### src/rtl/sample_map_params.svh
// constants of the transport-layer sample mapper
`ifndef SAMPLE_MAP_PARAMS_SVH
`define SAMPLE_MAP_PARAMS_SVH

`define SAMPLE_W 9
`define LANE_N 8
`define OCTET_MAX 5
`define LANE_BITS 40

// link format select codes
`define FMT_1 4'h1
`define FMT_2 4'h2
`define FMT_3 4'h3
`define FMT_4 4'h4
`define FMT_5 4'h5
`define FMT_6 4'h6
`define FMT_7 4'h7
`define FMT_8 4'h8
`define FMT_9 4'h9

// lane counts per format, nibbles {quad, dual, single}
`define LANES_F1 12'h632
`define LANES_F2 12'h421
`define LANES_F3 12'h421
`define LANES_F4 12'h321
`define LANES_F5 12'h211
`define LANES_F6 12'h632
`define LANES_F7 12'h421
`define LANES_F8 12'h421
`define LANES_F9 12'h842

// octets per lane frame
`define OCT_F1 3'h2
`define OCT_F2 3'h1
`define OCT_F3 3'h5
`define OCT_F4 3'h2
`define OCT_F5 3'h2
`define OCT_F6 3'h2
`define OCT_F7 3'h1
`define OCT_F8 3'h3
`define OCT_F9 3'h1

// channel mode codes
`define MODE_QUAD 2'h0
`define MODE_DUAL 2'h1
`define MODE_SINGLE 2'h2

`endif

### src/rtl/sample_map_pkg.sv
// types shared by both ends of the sample mapper
package sample_map_pkg;
    typedef logic [8:0] sample_t;
    typedef sample_t [3:0] chan_t;
    typedef chan_t [3:0] samples_t;
    typedef logic [7:0][39:0] lanes_t;
    typedef enum logic [1:0]
    {
        mode_quad = 2'b00,
        mode_dual = 2'b01,
        mode_single = 2'b10
    } mode_t;
endpackage : sample_map_pkg

### src/rtl/lane_link_if.sv
// frame link between the mapper and the receiver
`timescale 1ns/10ps
interface lane_link_if;
    import sample_map_pkg::*;
    logic frame_valid;
    logic frame_ready;
    lanes_t lane_data;
    logic [7:0] lane_active;
    logic [2:0] octet_count;

    modport tx
    (
        output frame_valid,
        input frame_ready,
        output lane_data,
        output lane_active,
        output octet_count
    );
    modport rx
    (
        input frame_valid,
        output frame_ready,
        input lane_data,
        input lane_active,
        input octet_count
    );
endinterface : lane_link_if

### src/rtl/sample_mapper_tx.sv
// device end: packs channel samples into lane frames
`timescale 1ns/10ps
`include "sample_map_params.svh"
module sample_mapper_tx
(
    // clock and reset
    input wire logic clk_i,
    input wire logic reset_i,
    // configuration
    input wire logic [3:0] link_format_select_i,
    input wire sample_map_pkg::mode_t mode_i,
    // sample source
    input wire logic sample_valid_i,
    output logic sample_ready_o,
    input wire sample_map_pkg::samples_t samples_i,
    // link
    lane_link_if.tx link
);
    import sample_map_pkg::*;

    localparam int ENTRY_W = 320 + 8 + 3;

    // lane triple: three 16-bit frames, zb/zc blank the shared bits
    function automatic logic [47:0] pack3(input sample_t a,
        input sample_t b, input sample_t c, input sample_t d,
        input logic zb, input logic zc);
        logic [15:0] l0;
        logic [15:0] l1;
        logic [15:0] l2;
        l0 = {a, 3'h0, (zb ? 4'h0 : b[8:5])};
        l1 = {b[4:0], 3'h0, (zc ? 8'h00 : c[8:1])};
        l2 = {c[0], 3'h0, d, 3'h0};
        return {l0, l1, l2};
    endfunction : pack3

    function automatic logic [3:0] pick(input logic [11:0] tbl,
        input mode_t m);
        logic [3:0] n;
        unique case (m)
            mode_quad: n = tbl[11:8];
            mode_dual: n = tbl[7:4];
            mode_single: n = tbl[3:0];
            default: n = 4'h0;
        endcase
        return n;
    endfunction : pick

    lanes_t frame;
    logic [47:0] tri_lo;
    logic [47:0] tri_hi;
    logic [3:0] lane_cnt;
    logic [2:0] octets;
    logic [7:0] active;
    logic single;
    logic dual;

    assign single = (mode_i == mode_single);
    assign dual = (mode_i == mode_dual);

    // packing depends on the format code only; mode blanks shared bits and sets the lane count
    always_comb
    begin
        frame = '0;
        tri_lo = '0;
        tri_hi = '0;
        lane_cnt = 4'h0;
        octets = 3'h0;
        unique case (link_format_select_i)
            `FMT_1, `FMT_6:
            begin
                tri_lo = pack3(samples_i[0][0], samples_i[0][1],
                    samples_i[1][0], samples_i[1][1], 1'b0,
                    single);
                tri_hi = pack3(samples_i[2][0], samples_i[2][1],
                    samples_i[3][0], samples_i[3][1], 1'b0,
                    1'b0);
                frame[0] = {tri_lo[47:32], 24'h0};
                frame[1] = {tri_lo[31:16], 24'h0};
                frame[2] = {tri_lo[15:0], 24'h0};
                frame[3] = {tri_hi[47:32], 24'h0};
                frame[4] = {tri_hi[31:16], 24'h0};
                frame[5] = {tri_hi[15:0], 24'h0};
                if (link_format_select_i == `FMT_1)
                begin
                    lane_cnt = pick(`LANES_F1, mode_i);
                    octets = `OCT_F1;
                end
                else
                begin
                    lane_cnt = pick(`LANES_F6, mode_i);
                    octets = `OCT_F6;
                end
            end
            `FMT_2, `FMT_7:
            begin
                for (int c = 0; c < 4; c++)
                begin
                    frame[c] = {samples_i[c][0][8:1], 32'h0};
                end
                if (link_format_select_i == `FMT_2)
                begin
                    lane_cnt = pick(`LANES_F2, mode_i);
                    octets = `OCT_F2;
                end
                else
                begin
                    lane_cnt = pick(`LANES_F7, mode_i);
                    octets = `OCT_F7;
                end
            end
            `FMT_3:
            begin
                for (int c = 0; c < 4; c++)
                begin
                    frame[c] = {samples_i[c][0], 1'b0,
                        samples_i[c][1], 1'b0, samples_i[c][2], 1'b0,
                        samples_i[c][3], 1'b0};
                end
                lane_cnt = pick(`LANES_F3, mode_i);
                octets = `OCT_F3;
            end
            `FMT_4:
            begin
                tri_lo = pack3(samples_i[0][0], samples_i[1][0],
                    samples_i[2][0], samples_i[3][0], single,
                    dual);
                frame[0] = {tri_lo[47:32], 24'h0};
                frame[1] = {tri_lo[31:16], 24'h0};
                frame[2] = {tri_lo[15:0], 24'h0};
                lane_cnt = pick(`LANES_F4, mode_i);
                octets = `OCT_F4;
            end
            `FMT_5:
            begin
                frame[0] = {samples_i[0][0][8:1],
                    (single ? 8'h00 : samples_i[1][0][8:1]),
                    24'h0};
                frame[1] = {samples_i[2][0][8:1],
                    samples_i[3][0][8:1], 24'h0};
                lane_cnt = pick(`LANES_F5, mode_i);
                octets = `OCT_F5;
            end
            `FMT_8:
            begin
                for (int c = 0; c < 4; c++)
                begin
                    frame[c] = {samples_i[c][0], 3'h0, samples_i[c][1],
                        3'h0, 16'h0};
                end
                lane_cnt = pick(`LANES_F8, mode_i);
                octets = `OCT_F8;
            end
            `FMT_9:
            begin
                for (int c = 0; c < 4; c++)
                begin
                    frame[2 * c] = {samples_i[c][0][8:1], 32'h0};
                    frame[2 * c + 1] = {samples_i[c][1][8:1], 32'h0};
                end
                lane_cnt = pick(`LANES_F9, mode_i);
                octets = `OCT_F9;
            end
            default:
            begin
                // unsupported code: no lane carries data
                lane_cnt = 4'h0;
                octets = 3'h0;
            end
        endcase
        // constant zero fills above act as tail and pad bits
        for (int l = 0; l < 8; l++)
        begin
            active[l] = (4'(l) < lane_cnt);
            if (!active[l])
            begin
                frame[l] = '0;
            end
        end
    end

    // two-entry buffer, head register drives the link directly
    logic [ENTRY_W-1:0] head_reg;
    logic [ENTRY_W-1:0] tail_reg;
    logic [1:0] count_reg;
    logic [1:0] count_next;
    logic valid_reg;
    logic room_reg;
    logic push;
    logic pop;
    logic [ENTRY_W-1:0] entry_in;

    // samples are 9 bits MSB first; 8-bit formats drop bit 0
    assign entry_in = {frame, active, octets};
    assign push = sample_valid_i & room_reg;
    assign pop = valid_reg & link.frame_ready;

    always_comb
    begin
        count_next = count_reg;
        if (push && !pop)
        begin
            count_next = count_reg + 2'h1;
        end
        else if (pop && !push)
        begin
            count_next = count_reg - 2'h1;
        end
    end

    always_ff @(posedge clk_i)
    begin
        if (reset_i)
        begin
            count_reg <= 2'h0;
            valid_reg <= 1'b0;
            room_reg <= 1'b0;
        end
        else
        begin
            count_reg <= count_next;
            valid_reg <= (count_next != 2'h0);
            room_reg <= (count_next != 2'h2);
        end
    end

    // data path cleared too, so the link shows zero lanes after reset
    always_ff @(posedge clk_i)
    begin
        if (reset_i)
        begin
            head_reg <= '0;
            tail_reg <= '0;
        end
        else if (pop)
        begin
            if (count_reg == 2'h2)
            begin
                head_reg <= tail_reg;
                if (push)
                begin
                    tail_reg <= entry_in;
                end
            end
            else if (push)
            begin
                head_reg <= entry_in;
            end
        end
        else if (push)
        begin
            if (count_reg == 2'h0)
            begin
                head_reg <= entry_in;
            end
            else
            begin
                tail_reg <= entry_in;
            end
        end
    end

    assign sample_ready_o = room_reg;
    assign link.frame_valid = valid_reg;
    assign link.lane_data = head_reg[ENTRY_W-1:11];
    assign link.lane_active = head_reg[10:3];
    assign link.octet_count = head_reg[2:0];
endmodule : sample_mapper_tx

### src/flat_wrapper.sv
// flat-port wrapper written by rule: the top's interface ports become plain ports
module sample_mapper_tx_flat import sample_map_pkg::*;
  (clk_i, reset_i, link_format_select_i, mode_i, sample_valid_i, sample_ready_o, samples_i, link_frame_valid, link_frame_ready, link_lane_data, link_lane_active, link_octet_count);
  lane_link_if link_i ();
  input wire logic clk_i;
  input wire logic reset_i;
  input wire logic [3:0] link_format_select_i;
  input wire sample_map_pkg::mode_t mode_i;
  input wire logic sample_valid_i;
  output logic sample_ready_o;
  input wire sample_map_pkg::samples_t samples_i;
  output wire logic [$bits(link_i.frame_valid)-1:0] link_frame_valid;
  input wire logic [$bits(link_i.frame_ready)-1:0] link_frame_ready;
  output wire logic [$bits(link_i.lane_data)-1:0] link_lane_data;
  output wire logic [$bits(link_i.lane_active)-1:0] link_lane_active;
  output wire logic [$bits(link_i.octet_count)-1:0] link_octet_count;
  assign link_frame_valid = link_i.frame_valid;
  assign link_i.frame_ready = link_frame_ready;
  assign link_lane_data = link_i.lane_data;
  assign link_lane_active = link_i.lane_active;
  assign link_octet_count = link_i.octet_count;
  sample_mapper_tx u_core (.clk_i(clk_i), .reset_i(reset_i), .link_format_select_i(link_format_select_i), .mode_i(mode_i), .sample_valid_i(sample_valid_i), .sample_ready_o(sample_ready_o), .samples_i(samples_i), .link(link_i));
endmodule
### config.mk
export PLATFORM = sky130hd
export DESIGN_NAME = sample_mapper_tx_flat
export DESIGN_NICKNAME = d
export VERILOG_FILES = /design/src/rtl/sample_map_pkg.sv /design/src/rtl/lane_link_if.sv /design/src/rtl/sample_mapper_tx.sv /design/src/flat_wrapper.sv
export VERILOG_INCLUDE_DIRS = /design/src /design/src/rtl
export SDC_FILE = /design/constraint.sdc
export NUM_CORES = 1
export LEC_CHECK = 0
export BUFFER_PORTS_ARGS = -buffer_cell sky130_fd_sc_hd__buf_2
export CORE_UTILIZATION = 48
export CTS_CLUSTER_SIZE = 14
export DETAILED_ROUTE_END_ITERATION = 8
export PLACE_DENSITY = 0.75
export SLEW_MARGIN = 15
export SYNTH_ARGS = -nofsm -noshare
export SYNTH_HDL_FRONTEND = slang
export SYNTH_SLANG_ARGS = --single-unit
### constraint.sdc
create_clock -name clk_i -period 2.4 [get_ports clk_i]
set_clock_uncertainty 0.1 [all_clocks]
set_input_delay 0.36 -clock clk_i [delete_from_list [all_inputs] [get_ports clk_i]]
set_output_delay 0.36 -clock clk_i [all_outputs]
set_load 0.1 [all_outputs]
After elaboration in Yosys (flattened, before gate mapping)
Cells that the tools add are included.
{"block": "word_totals", "ff_bits": 666, "inputBits": 154, "elab_cells": 84}
{"block": "classes", "add_sub_neg": 2, "order_cmp": 8, "eq_ne": 15, "n_mux": 34, "n_bitwise": 2, "n_reduce_logical": 18}
{"operator": "2-to-1 mux 331 bit", "n": 9}
{"operator": "case mux 80 bit (7 select lines)", "n": 1}
{"operator": "2-to-1 mux 40 bit", "n": 8}
{"operator": "case mux 40 bit (6 select lines)", "n": 1}
{"operator": "case mux 40 bit (5 select lines)", "n": 1}
{"operator": "case mux 80 bit (2 select lines)", "n": 1}
{"operator": "2-to-1 mux 80 bit", "n": 1}
{"operator": "case mux 4 bit (5 select lines)", "n": 1}
{"operator": "case mux 3 bit (3 select lines)", "n": 2}
{"operator": "== test 4 x 3 -> 1 bit, second input constant", "n": 4}
{"operator": "less-than comparator 3 x 4 -> 1 bit, first input constant", "n": 4}
{"operator": "2-to-1 mux 8 bit", "n": 2}
{"operator": "case mux 3 bit (4 select lines)", "n": 1}
{"operator": "case mux 4 bit (3 select lines)", "n": 1}
{"operator": "== test 4 x 2 -> 1 bit, second input constant", "n": 2}
{"operator": "== test 4 bit, second input constant", "n": 2}
{"operator": "less-than comparator 1 x 4 -> 1 bit, first input constant", "n": 2}
{"operator": "less-than comparator 2 x 4 -> 1 bit, first input constant", "n": 2}
{"operator": "nonzero test 2 bit", "n": 4}
{"operator": "OR reduction 4 bit", "n": 2}
{"operator": "case mux 2 bit (3 select lines)", "n": 1}
{"operator": "AND reduction 3 bit", "n": 2}
{"operator": "OR reduction 2 bit", "n": 3}
{"operator": "== test 2 bit, second input constant", "n": 2}
{"operator": "other kinds (14)", "n": 20}

Depth between registers and ports, before layout
Gate-level depths: netlist (run 1).
{"block": "depth", "depth_word": 9, "depth_mapped": 10, "depth_no_buf": 7}

Least setup slack after synthesis (run 1)
No wires, ideal clock.
{"block": "synth_timing", "path_type": "register to register", "startpoint": "reg u_core.valid_reg, in the netlist u_core.link.frame_valid", "endpoint": "reg u_core.tail_reg[114]", "arrival_time_ns": 2.756, "slack_ns": -0.552, "stages_incl_launch_ff": 7, "n_path_buf": 2, "synth_period_minus_slack_ns": 2.952, "path_cell_list": "dfxtp_1 -> nand3_1 -> a21oi_1 -> nand2b_1 -> clkbuf_1 -> clkbuf_1 -> o41ai_2"}
{"block": "synth_between", "elab_chain_len": 3, "elab_cells_between_ends": 5, "classes_between": "eq/ne (2); mux (1); bitwise (1); reduce/logical (1)"}
{"item": "start: declaration", "line_no": "sample_mapper_tx.sv:186", "rtl": "logic valid_reg;"}
{"item": "start signal: assignment", "line_no": "sample_mapper_tx.sv:221", "rtl": "valid_reg <= (count_next != 2'h0);"}
{"item": "bitwise AND 1 bit *", "line_no": "sample_mapper_tx.sv:195", "rtl": "assign pop = valid_reg & link.frame_ready;"}
{"item": "!= test 2 bit (no source line) / != test 2 x 1 -> 1 bit (equally long branches)"}
{"item": "AND reduction 3 bit (no source line)"}
{"item": "end signal: assignment", "line_no": "sample_mapper_tx.sv:241", "rtl": "tail_reg <= entry_in;"}
{"item": "end signal: assignment", "line_no": "sample_mapper_tx.sv:257", "rtl": "tail_reg <= entry_in;"}
{"item": "end: declaration", "line_no": "sample_mapper_tx.sv:183", "rtl": "logic [ENTRY_W-1:0] tail_reg;"}
Mark *: on every way between the ends. The rest lies on a longest branch, timed or not.
A chain may end at the register's enable or synchronous reset.

Worst setup path after layout (run 1)
{"block": "layout_timing", "startpoint": "in mode_i[0]", "endpoint": "reg u_core.tail_reg[18]"}
{"block": "layout_between", "elab_chain_len": 9, "elab_cells_between_ends": 17, "classes_between": "order compare (1); eq/ne (2); mux (12); reduce/logical (2)"}
{"item": "start: declaration", "line_no": "flat_wrapper.sv:8", "rtl": "input wire sample_map_pkg::mode_t mode_i;"}
{"item": "== test 2 x 1 -> 1 bit / == test 2 bit (equally long branches)", "line_no": "sample_mapper_tx.sv:39", "rtl": "unique case (m)"}
{"item": "OR reduction 2 bit (no source line)"}
{"item": "case mux 2 bit (2 select lines)", "line_no": "sample_mapper_tx.sv:39"}
{"item": "case mux 4 bit (5 select lines) *", "line_no": "sample_mapper_tx.sv:68", "rtl": "unique case (link_format_select_i)"}
{"item": "less-than comparator 1 x 4 -> 1 bit *", "line_no": "sample_mapper_tx.sv:173", "rtl": "active[l] = (4'(l) < lane_cnt);"}
{"item": "2-to-1 mux 40 bit *", "line_no": "sample_mapper_tx.sv:174", "rtl": "if (!active[l])"}
{"item": "2-to-1 mux 331 bit, on equally long branches", "line_no": "sample_mapper_tx.sv:251, sample_mapper_tx.sv:239"}
{"item": "2-to-1 mux 331 bit, on equally long branches", "line_no": "sample_mapper_tx.sv:249, sample_mapper_tx.sv:236"}
{"item": "2-to-1 mux 331 bit *", "line_no": "sample_mapper_tx.sv:234", "rtl": "else if (pop)"}
Mark *: on every way between the ends. The rest lies on a longest branch, timed or not. The select of a mux whose other input is x is not followed.

==> impl_metrics.csv, run 1 <==
group,metric,value,unit
global_route,grt-ovfl-total,0,
global_route,grt_max_degree,115,
route,drt_wl_total,67380,um
sta,timing.hold.ws,0.03446,ns
route,num_vias,18940,
floorplan,core_area,38650,um2
cts,cts_setup_buffers,0,
sta,hold_viol_final,0,
power,cellLeakagePower,9.533,nW
logic_synthesis,synth_cells,2034,
global_route,grt_pass1_wl,100500,um
setup_path,cp.required,2.71,ns
place,place_ws,-0.5411,ns
place,gp_congestion,0.9482,
logic_synthesis,synth_warnings,0,
layout,stdcell_count,3016,
cts,tritoncts,"yes",
route,drtIter0Drc,2279,
flow_run,cap_viol_max_count,0,
layout,multi_input_area,9158,um2
route,wire_per_inst,22.34,um
power,ir_drop,0.5211,mV
sta,tightest_slew,1.172,ns
logic_synthesis,netlist_area,18830,um2
logic_synthesis,syn_avg_cell_area,9.259,um2
sta,setup_viol,0,
global_route,antenna_found_initial,5,
global_route,use_met1,40.01,%
sta,relSlewSlack,21.63,%
layout,regArea,8376,um2
logic_synthesis,synthDistinctLibCells,86,
global_route,grt_usage,32.08,%
floorplan,chipHeight,200.1,um
sta,finalWorstSetupSlack,0.08268,ns
layout,nets,2623,
cts,cts.path.max_buffers,3,
sta,rsz0062_at_grt,"true",
layout,layout-drive-gt1-share,26.55,%
layout,mostFrequentLayoutCell,"dfxtp_1",
route,drc,0,
place,dp_hpwl,44550,um
logic_synthesis,synthArstFlopShare,0,%
setup_path,worstSetupPathType,"input port to flop",
logic_synthesis,ys_ff_latch,418,
floorplan,num_io_pins,487,
logic_synthesis,synth.yosys.seq_area_share,44.43,%
setup_path,cp_max_fo,27,
global_route,met3_usage,7.241,%
global_route,busiest_layer,"met2",
setup_path,critPathCaptureType,"flop",
cts,cts_made_buffers,45,
sta,fmaxAchievable,431.5,MHz
layout,utilization,61.75,%
place,io_buffers,362,
floorplan,start_util,48.73,%
route,via_per_inst,6.279,
route,drt_pass1_iterations,8,
layout,area_growth,26.72,%
layout,layout_common_cells,"dfxtp_1, buf_2, a22oi_1",
layout,n_fill_cell,3211,
setup_path,arrival,2.63,ns
cts,cts_sinks,418,
cts,clk_latency,0.59,ns
sta,tns,0,ns
status,status,"finished, final reports clean",
global_route,grt_pass1_vias,17860,
floorplan,num_rows,72,
hold_path,hp-class,"input port to flop",
sta,period_share,96.55,%
setup_path,startpoint_type,"input port",
power,p_per_area,790.5,nW/um2
sta,period_minus_slack,2.317,ns
cts,cts_root_buffer,"clkbuf_16",
logic_synthesis,synth_edf_count,0,
sta,report.final.slew_viol_count,0,
floorplan,die_area,40030,um2
place,dp_cells,2851,
floorplan,die_w,200.1,um
logic_synthesis,synth-main-ff-cell,"dfxtp_1",
cts,htree_levels,2,
global_route,met2_usage,51.59,%
route,drtAntennaViolNets,0,
cts,path_clk_slew,0.06,ns
worst paths after layout:
| path | end | depth (start not counted) | slack [ns] | startpoint |
|---|---|---|---|---|
| worst min-delay path | u_core.tail_reg[329] | 3 | 0.03 | samples_i[124] |
| worst max-delay path | u_core.tail_reg[18] | 8 | 0.08 | mode_i[0] |
| worst max register to register | u_core.tail_reg[151] | 10 | 0.12 | u_core.count_reg[0] |
| worst min register to register | u_core.tail_reg[111] | 2 | 0.35 | u_core.tail_reg[111] |
area by class of cell:
type | count | area share [%]
Tap cell | 518 | 2.716
Multi-Input combinational cell | 1386 | 38.37
Sequential cell | 418 | 35.09
Clock buffer | 64 | 5.437
Inverter | 9 | 0.1416
Timing Repair Buffer | 601 | 17.45
Clock inverter | 15 | 0.7340
Antenna cell | 5 | 0.05243
worst max-delay path: stages:
cell      delay [ns]
buf_2           0.11
inv_1           0.06
ha_1            0.22
nor2_1          0.12
o211ai_1        0.13
a221o_2         0.46
nor3_4          0.96
o31ai_1         0.19
per-stage QoR:
stage	cell area [um2]	total power (W)
final	23870	0.01887
after global routing	23860	0.01944
after CTS	23790	0.01882
after detailed placement	21500	0.01181
after global placement	21500	0.01177
after floorplan	19300	0.01062
logic make-up (layout without fill, tap and decap cells):
family	count (synthesis)	after routing	share of synthesized area (%)
other	1	129	0.01991
and+or+nand+nor	435	435	10.90
adders and majority gates	8	8	0.5315
DFF	418	418	44.43
AOI/OAI and AO/OA	807	807	33.38
muxes	10	10	0.5979
xor gates and xnor gates	2	2	0.09303
buffers and inverters	353	689	10.04
synth_stat cells (all sizes together) (16+ instances only):
master     n  share of area, %
a211oi    24               1.0
a21oi     93               2.5
a222oi    35               1.9
a22o      17              0.79
a22oi    226               9.0
a32o      63               3.3
a41o      18              0.96
buf      178               6.6
clkbuf   166               3.3
dfxtp    418                44
nand2    176               3.5
nand3     32              0.88
nand3b    17              0.68
nor2     134               2.8
nor3      18              0.65
o2111ai   17              0.79
o211ai    22              0.95
o21ai     37               1.0
o22ai     74               2.5
o2bb2ai   44               2.0
o31ai     57               2.3
o41ai     16               1.2
metal layers:
layer | vias up | part of all wire (%) | wire length [um]
met4 | 4 | 5.0 | 3371
met1 | 9069 | 38 | 25480
met5 | - | 0.042 | 28
met3 | 217 | 11 | 7241
met2 | 1216 | 46 | 31260
li1 | 8431 | - | -
power by group:
group          leakage (nW)  internal, W  switching (W)
combinational          5.43      0.00105        0.00364
clock                 0.730      0.00409        0.00288
sequential             3.37      0.00711       0.000103
what timing repair did:
item                       4_1_cts  5_1_grt
hold buffers                    80        0
gates resized for setup          2        8
hold endpoints to repair       160        0
pin swaps                        0        2
cloned                           0        1
setup endpoints to repair       14       73
Power figures use the tool's default switching activity.
==> run 2, diff against run 1 <==
--- a/config.mk
+++ b/config.mk
@@ -10,7 +10,7 @@
 export CORE_UTILIZATION = 48
 export CTS_CLUSTER_SIZE = 14
 export DETAILED_ROUTE_END_ITERATION = 8
-export PLACE_DENSITY = 0.75
+export PLACE_DENSITY = 0.86
 export SLEW_MARGIN = 15
 export SYNTH_ARGS = -nofsm -noshare
 export SYNTH_HDL_FRONTEND = slang
==> constraint.sdc (replaced) <==
create_clock -name clk_i -period 2.4 [get_ports clk_i]
set_clock_uncertainty 0.1 [all_clocks]
set_input_delay 0.36 -clock clk_i [delete_from_list [all_inputs] [get_ports clk_i]]
set_output_delay 0.36 -clock clk_i [all_outputs]
set_load 0.01 [all_outputs]
==> run 2 against run 1 <==
Compared with the run above:
- die area is the same
- via count grew 2.4%
- cell area shrank 0.34%
- fmax shrank 1.7%
- highest routed layer is now met4
- combinational power shrank 31%
- first-iteration DRC count grew 6.2%
- final cell count shrank 0.33%
- sequential power is essentially flat
==> impl_metrics.csv, run 2 (synthesis gave the netlist of run 1 again) <==
group,metric,value,unit
status,status,"finished, final reports clean",
layout,nets,2613,
sta,rsz0062_at_grt,"true",
cts,cts.path.max_buffers,3,
layout,n_fill_cell,3141,
cts,tritoncts,"yes",
layout,layout-drive-gt1-share,26.45,%
sta,hold_viol_final,0,
power,p_int,0.01221,W
floorplan,num_io_pins,487,
setup_path,cp.required,2.69,ns
place,placedInstanceArea,21400,um2
setup_path,startpoint_type,"input port",
setup_path,path_cells,"buf_2 > buf_4 > nor4b_1 > or2_1 > a221o_1 > nor3_2 > o31ai_1",
sta,report.final.slew_viol_count,0,
global_route,grt-ovfl-total,0,
global_route,grt_usage,33.32,%
layout,fin_area,23780,um2
floorplan,chipHeight,200.1,um
layout,area_growth,26.29,%
power,p_per_area,727.6,nW/um2
cts,path_clk_slew,0.06,ns
route,wire_per_inst,23.46,um
sta,tightest_slew,1.193,ns
sta,setup_viol,0,
hold_path,hp-class,"input port to flop",
sta,finalWorstSetupSlack,0.04338,ns
setup_path,cp.depth,7,
floorplan,die_area,40030,um2
setup_path,slowest_stage,"nor3_2",
route,drt_pass1_iterations,8,
layout,regArea,8369,um2
setup_path,critPathTopFamily,"simple AND/OR/NAND/NOR gates",
route,num_vias,19390,
power,cellLeakagePower,9.485,nW
global_route,antenna_found_initial,4,
sta,period_share,98.19,%
power,seqPwrFrac,41.6,%
cts,cts_made_buffers,44,
floorplan,num_rows,72,
sta,fmaxAchievable,424.3,MHz
floorplan,core_area,38650,um2
sta,relSlewSlack,20.01,%
power,sw_frac_of_total,29.44,%
place,io_buffers,362,
power,power.net_switching,0.005096,W
route,drtIter0Drc,2421,
cts,clk_latency,0.55,ns
setup_path,slowest_delay,0.93,ns
power,ir_drop,0.7005,mV
flow_run,cap_viol_max_count,0,
layout,layout_common_cells,"dfxtp_1, buf_2, a22oi_1",
global_route,grt_pass1_vias,18560,
route,drc,0,
sta,period_minus_slack,2.357,ns
layout,multi_input_area,9178,um2
setup_path,cp_max_fo,13,
cts,cts_root_buffer,"clkbuf_16",
floorplan,die_w,200.1,um
setup_path,critPathBufInv,2,
setup_path,critPathCaptureType,"flop",
place,place_ws,-0.4768,ns
hold_path,whs_path_depth,3,
cts,htree_levels,2,
cts,cts_sinks,418,
global_route,grt_pass1_wl,103700,um
setup_path,ff2ff_path_depth,9,
power,p_clk_share,39.6,%
setup_path,worstSetupPathType,"input port to flop",
route,drtAntennaViolNets,0,
global_route,grt_max_degree,140,
route,drt_wl_total,70510,um
setup_path,arrival,2.65,ns
layout,mostFrequentLayoutCell,"dfxtp_1",
floorplan,start_util,48.73,%
place,dp_hpwl,44910,um
route,via_per_inst,6.450,
place,gp_congestion,0.9421,
power,power_frac_comb,18.8,%
## run 2: changes by cell type in the layout (fill, tap and decap cells not counted), sizes merged
cell         previous run  this run
dlygate4sd3            80        76
clkbuf                 65        62
buf                   520       512
bufinv                  3         4
bufbuf                  0         1
inv                    12         9
nor3                   18        19
clkinv                  8        10
diode                   5         8
## run 2: repair_timing
item,in CTS,in global routing
setup buffers,0,2
endpoints found under the hold margin,145,0
hold buffers,76,0
cloned,1,3
resized for setup,3,10
setup endpoints to repair,16,79
pin swaps,0,2
## run 2: area by class of cell
class                           count  area share, %
Multi-Input combinational cell   1387          38.59
Sequential cell                   418          35.19
Timing Repair Buffer              591          17.23
Clock buffer                       60          5.266
Tap cell                          518          2.725
Clock inverter                     15         0.7786
Inverter                            9         0.1420
Antenna cell                        8        0.08417
## run 2: worst paths after layout
kind,endpoint,slack [ns],startpoint
setup / recovery,u_core.tail_reg[40],0.04,link_format_select_i[0]
hold reg to reg,u_core.tail_reg[90],0.35,u_core.tail_reg[90]
setup reg to reg,u_core.tail_reg[9],0.10,u_core.count_reg[1]
hold / removal,u_core.head_reg[238],0.04,samples_i[117]
## run 2: power by group through the flow
stage / Sequential [W] / Clock, W / Combinational [W]
2_1_floorplan: 0.00738 / 0 / 0.00176
3_3_place_gp: 0.00734 / 0 / 0.00288
3_5_place_dp: 0.00735 / 0 / 0.00294
4_1_cts: 0.00720 / 0.00690 / 0.00308
5_1_grt: 0.00721 / 0.00720 / 0.00342
6_report: 0.00720 / 0.00685 / 0.00325
## run 2: worst register-to-register path, stage by stage (launching register included)
cell and delay, ns:
dfxtp_2 0.37, inv_1 0.05, ha_1 0.20, a21o_1 0.27
a21oi_4 0.25, buf_12 0.29, nor2_4 0.09, buf_6 0.21
a22oi_1 0.22, o21ai_0 0.12
## run 2: per-stage QoR
stage	setup TNS (ns)	hold slack (ns)	cells	util (%)	total power [W]
after CTS	0	0.01142	2993	61.17	0.01717
after global routing	-0.007034	0.02286	3001	61.51	0.01784
after floorplan	0	0.3202	2157	-	0.009137
final	0	0.03947	3006	61.54	0.01731
after global placement	-63.49	0.3314	2841	55.36	0.01023
after detailed placement	-74.42	0.3390	2841	55.36	0.01029
## run 2: per-layer routing
| metal | track usage (%) | share of wire (%) |
|---|---|---|
| met2 | 54.41 | 47 |
| met1 | 39.54 | 36 |
| met3 | 8.602 | 12 |
| met5 | 0 | 0 |
| met4 | 19.56 | 5.4 |
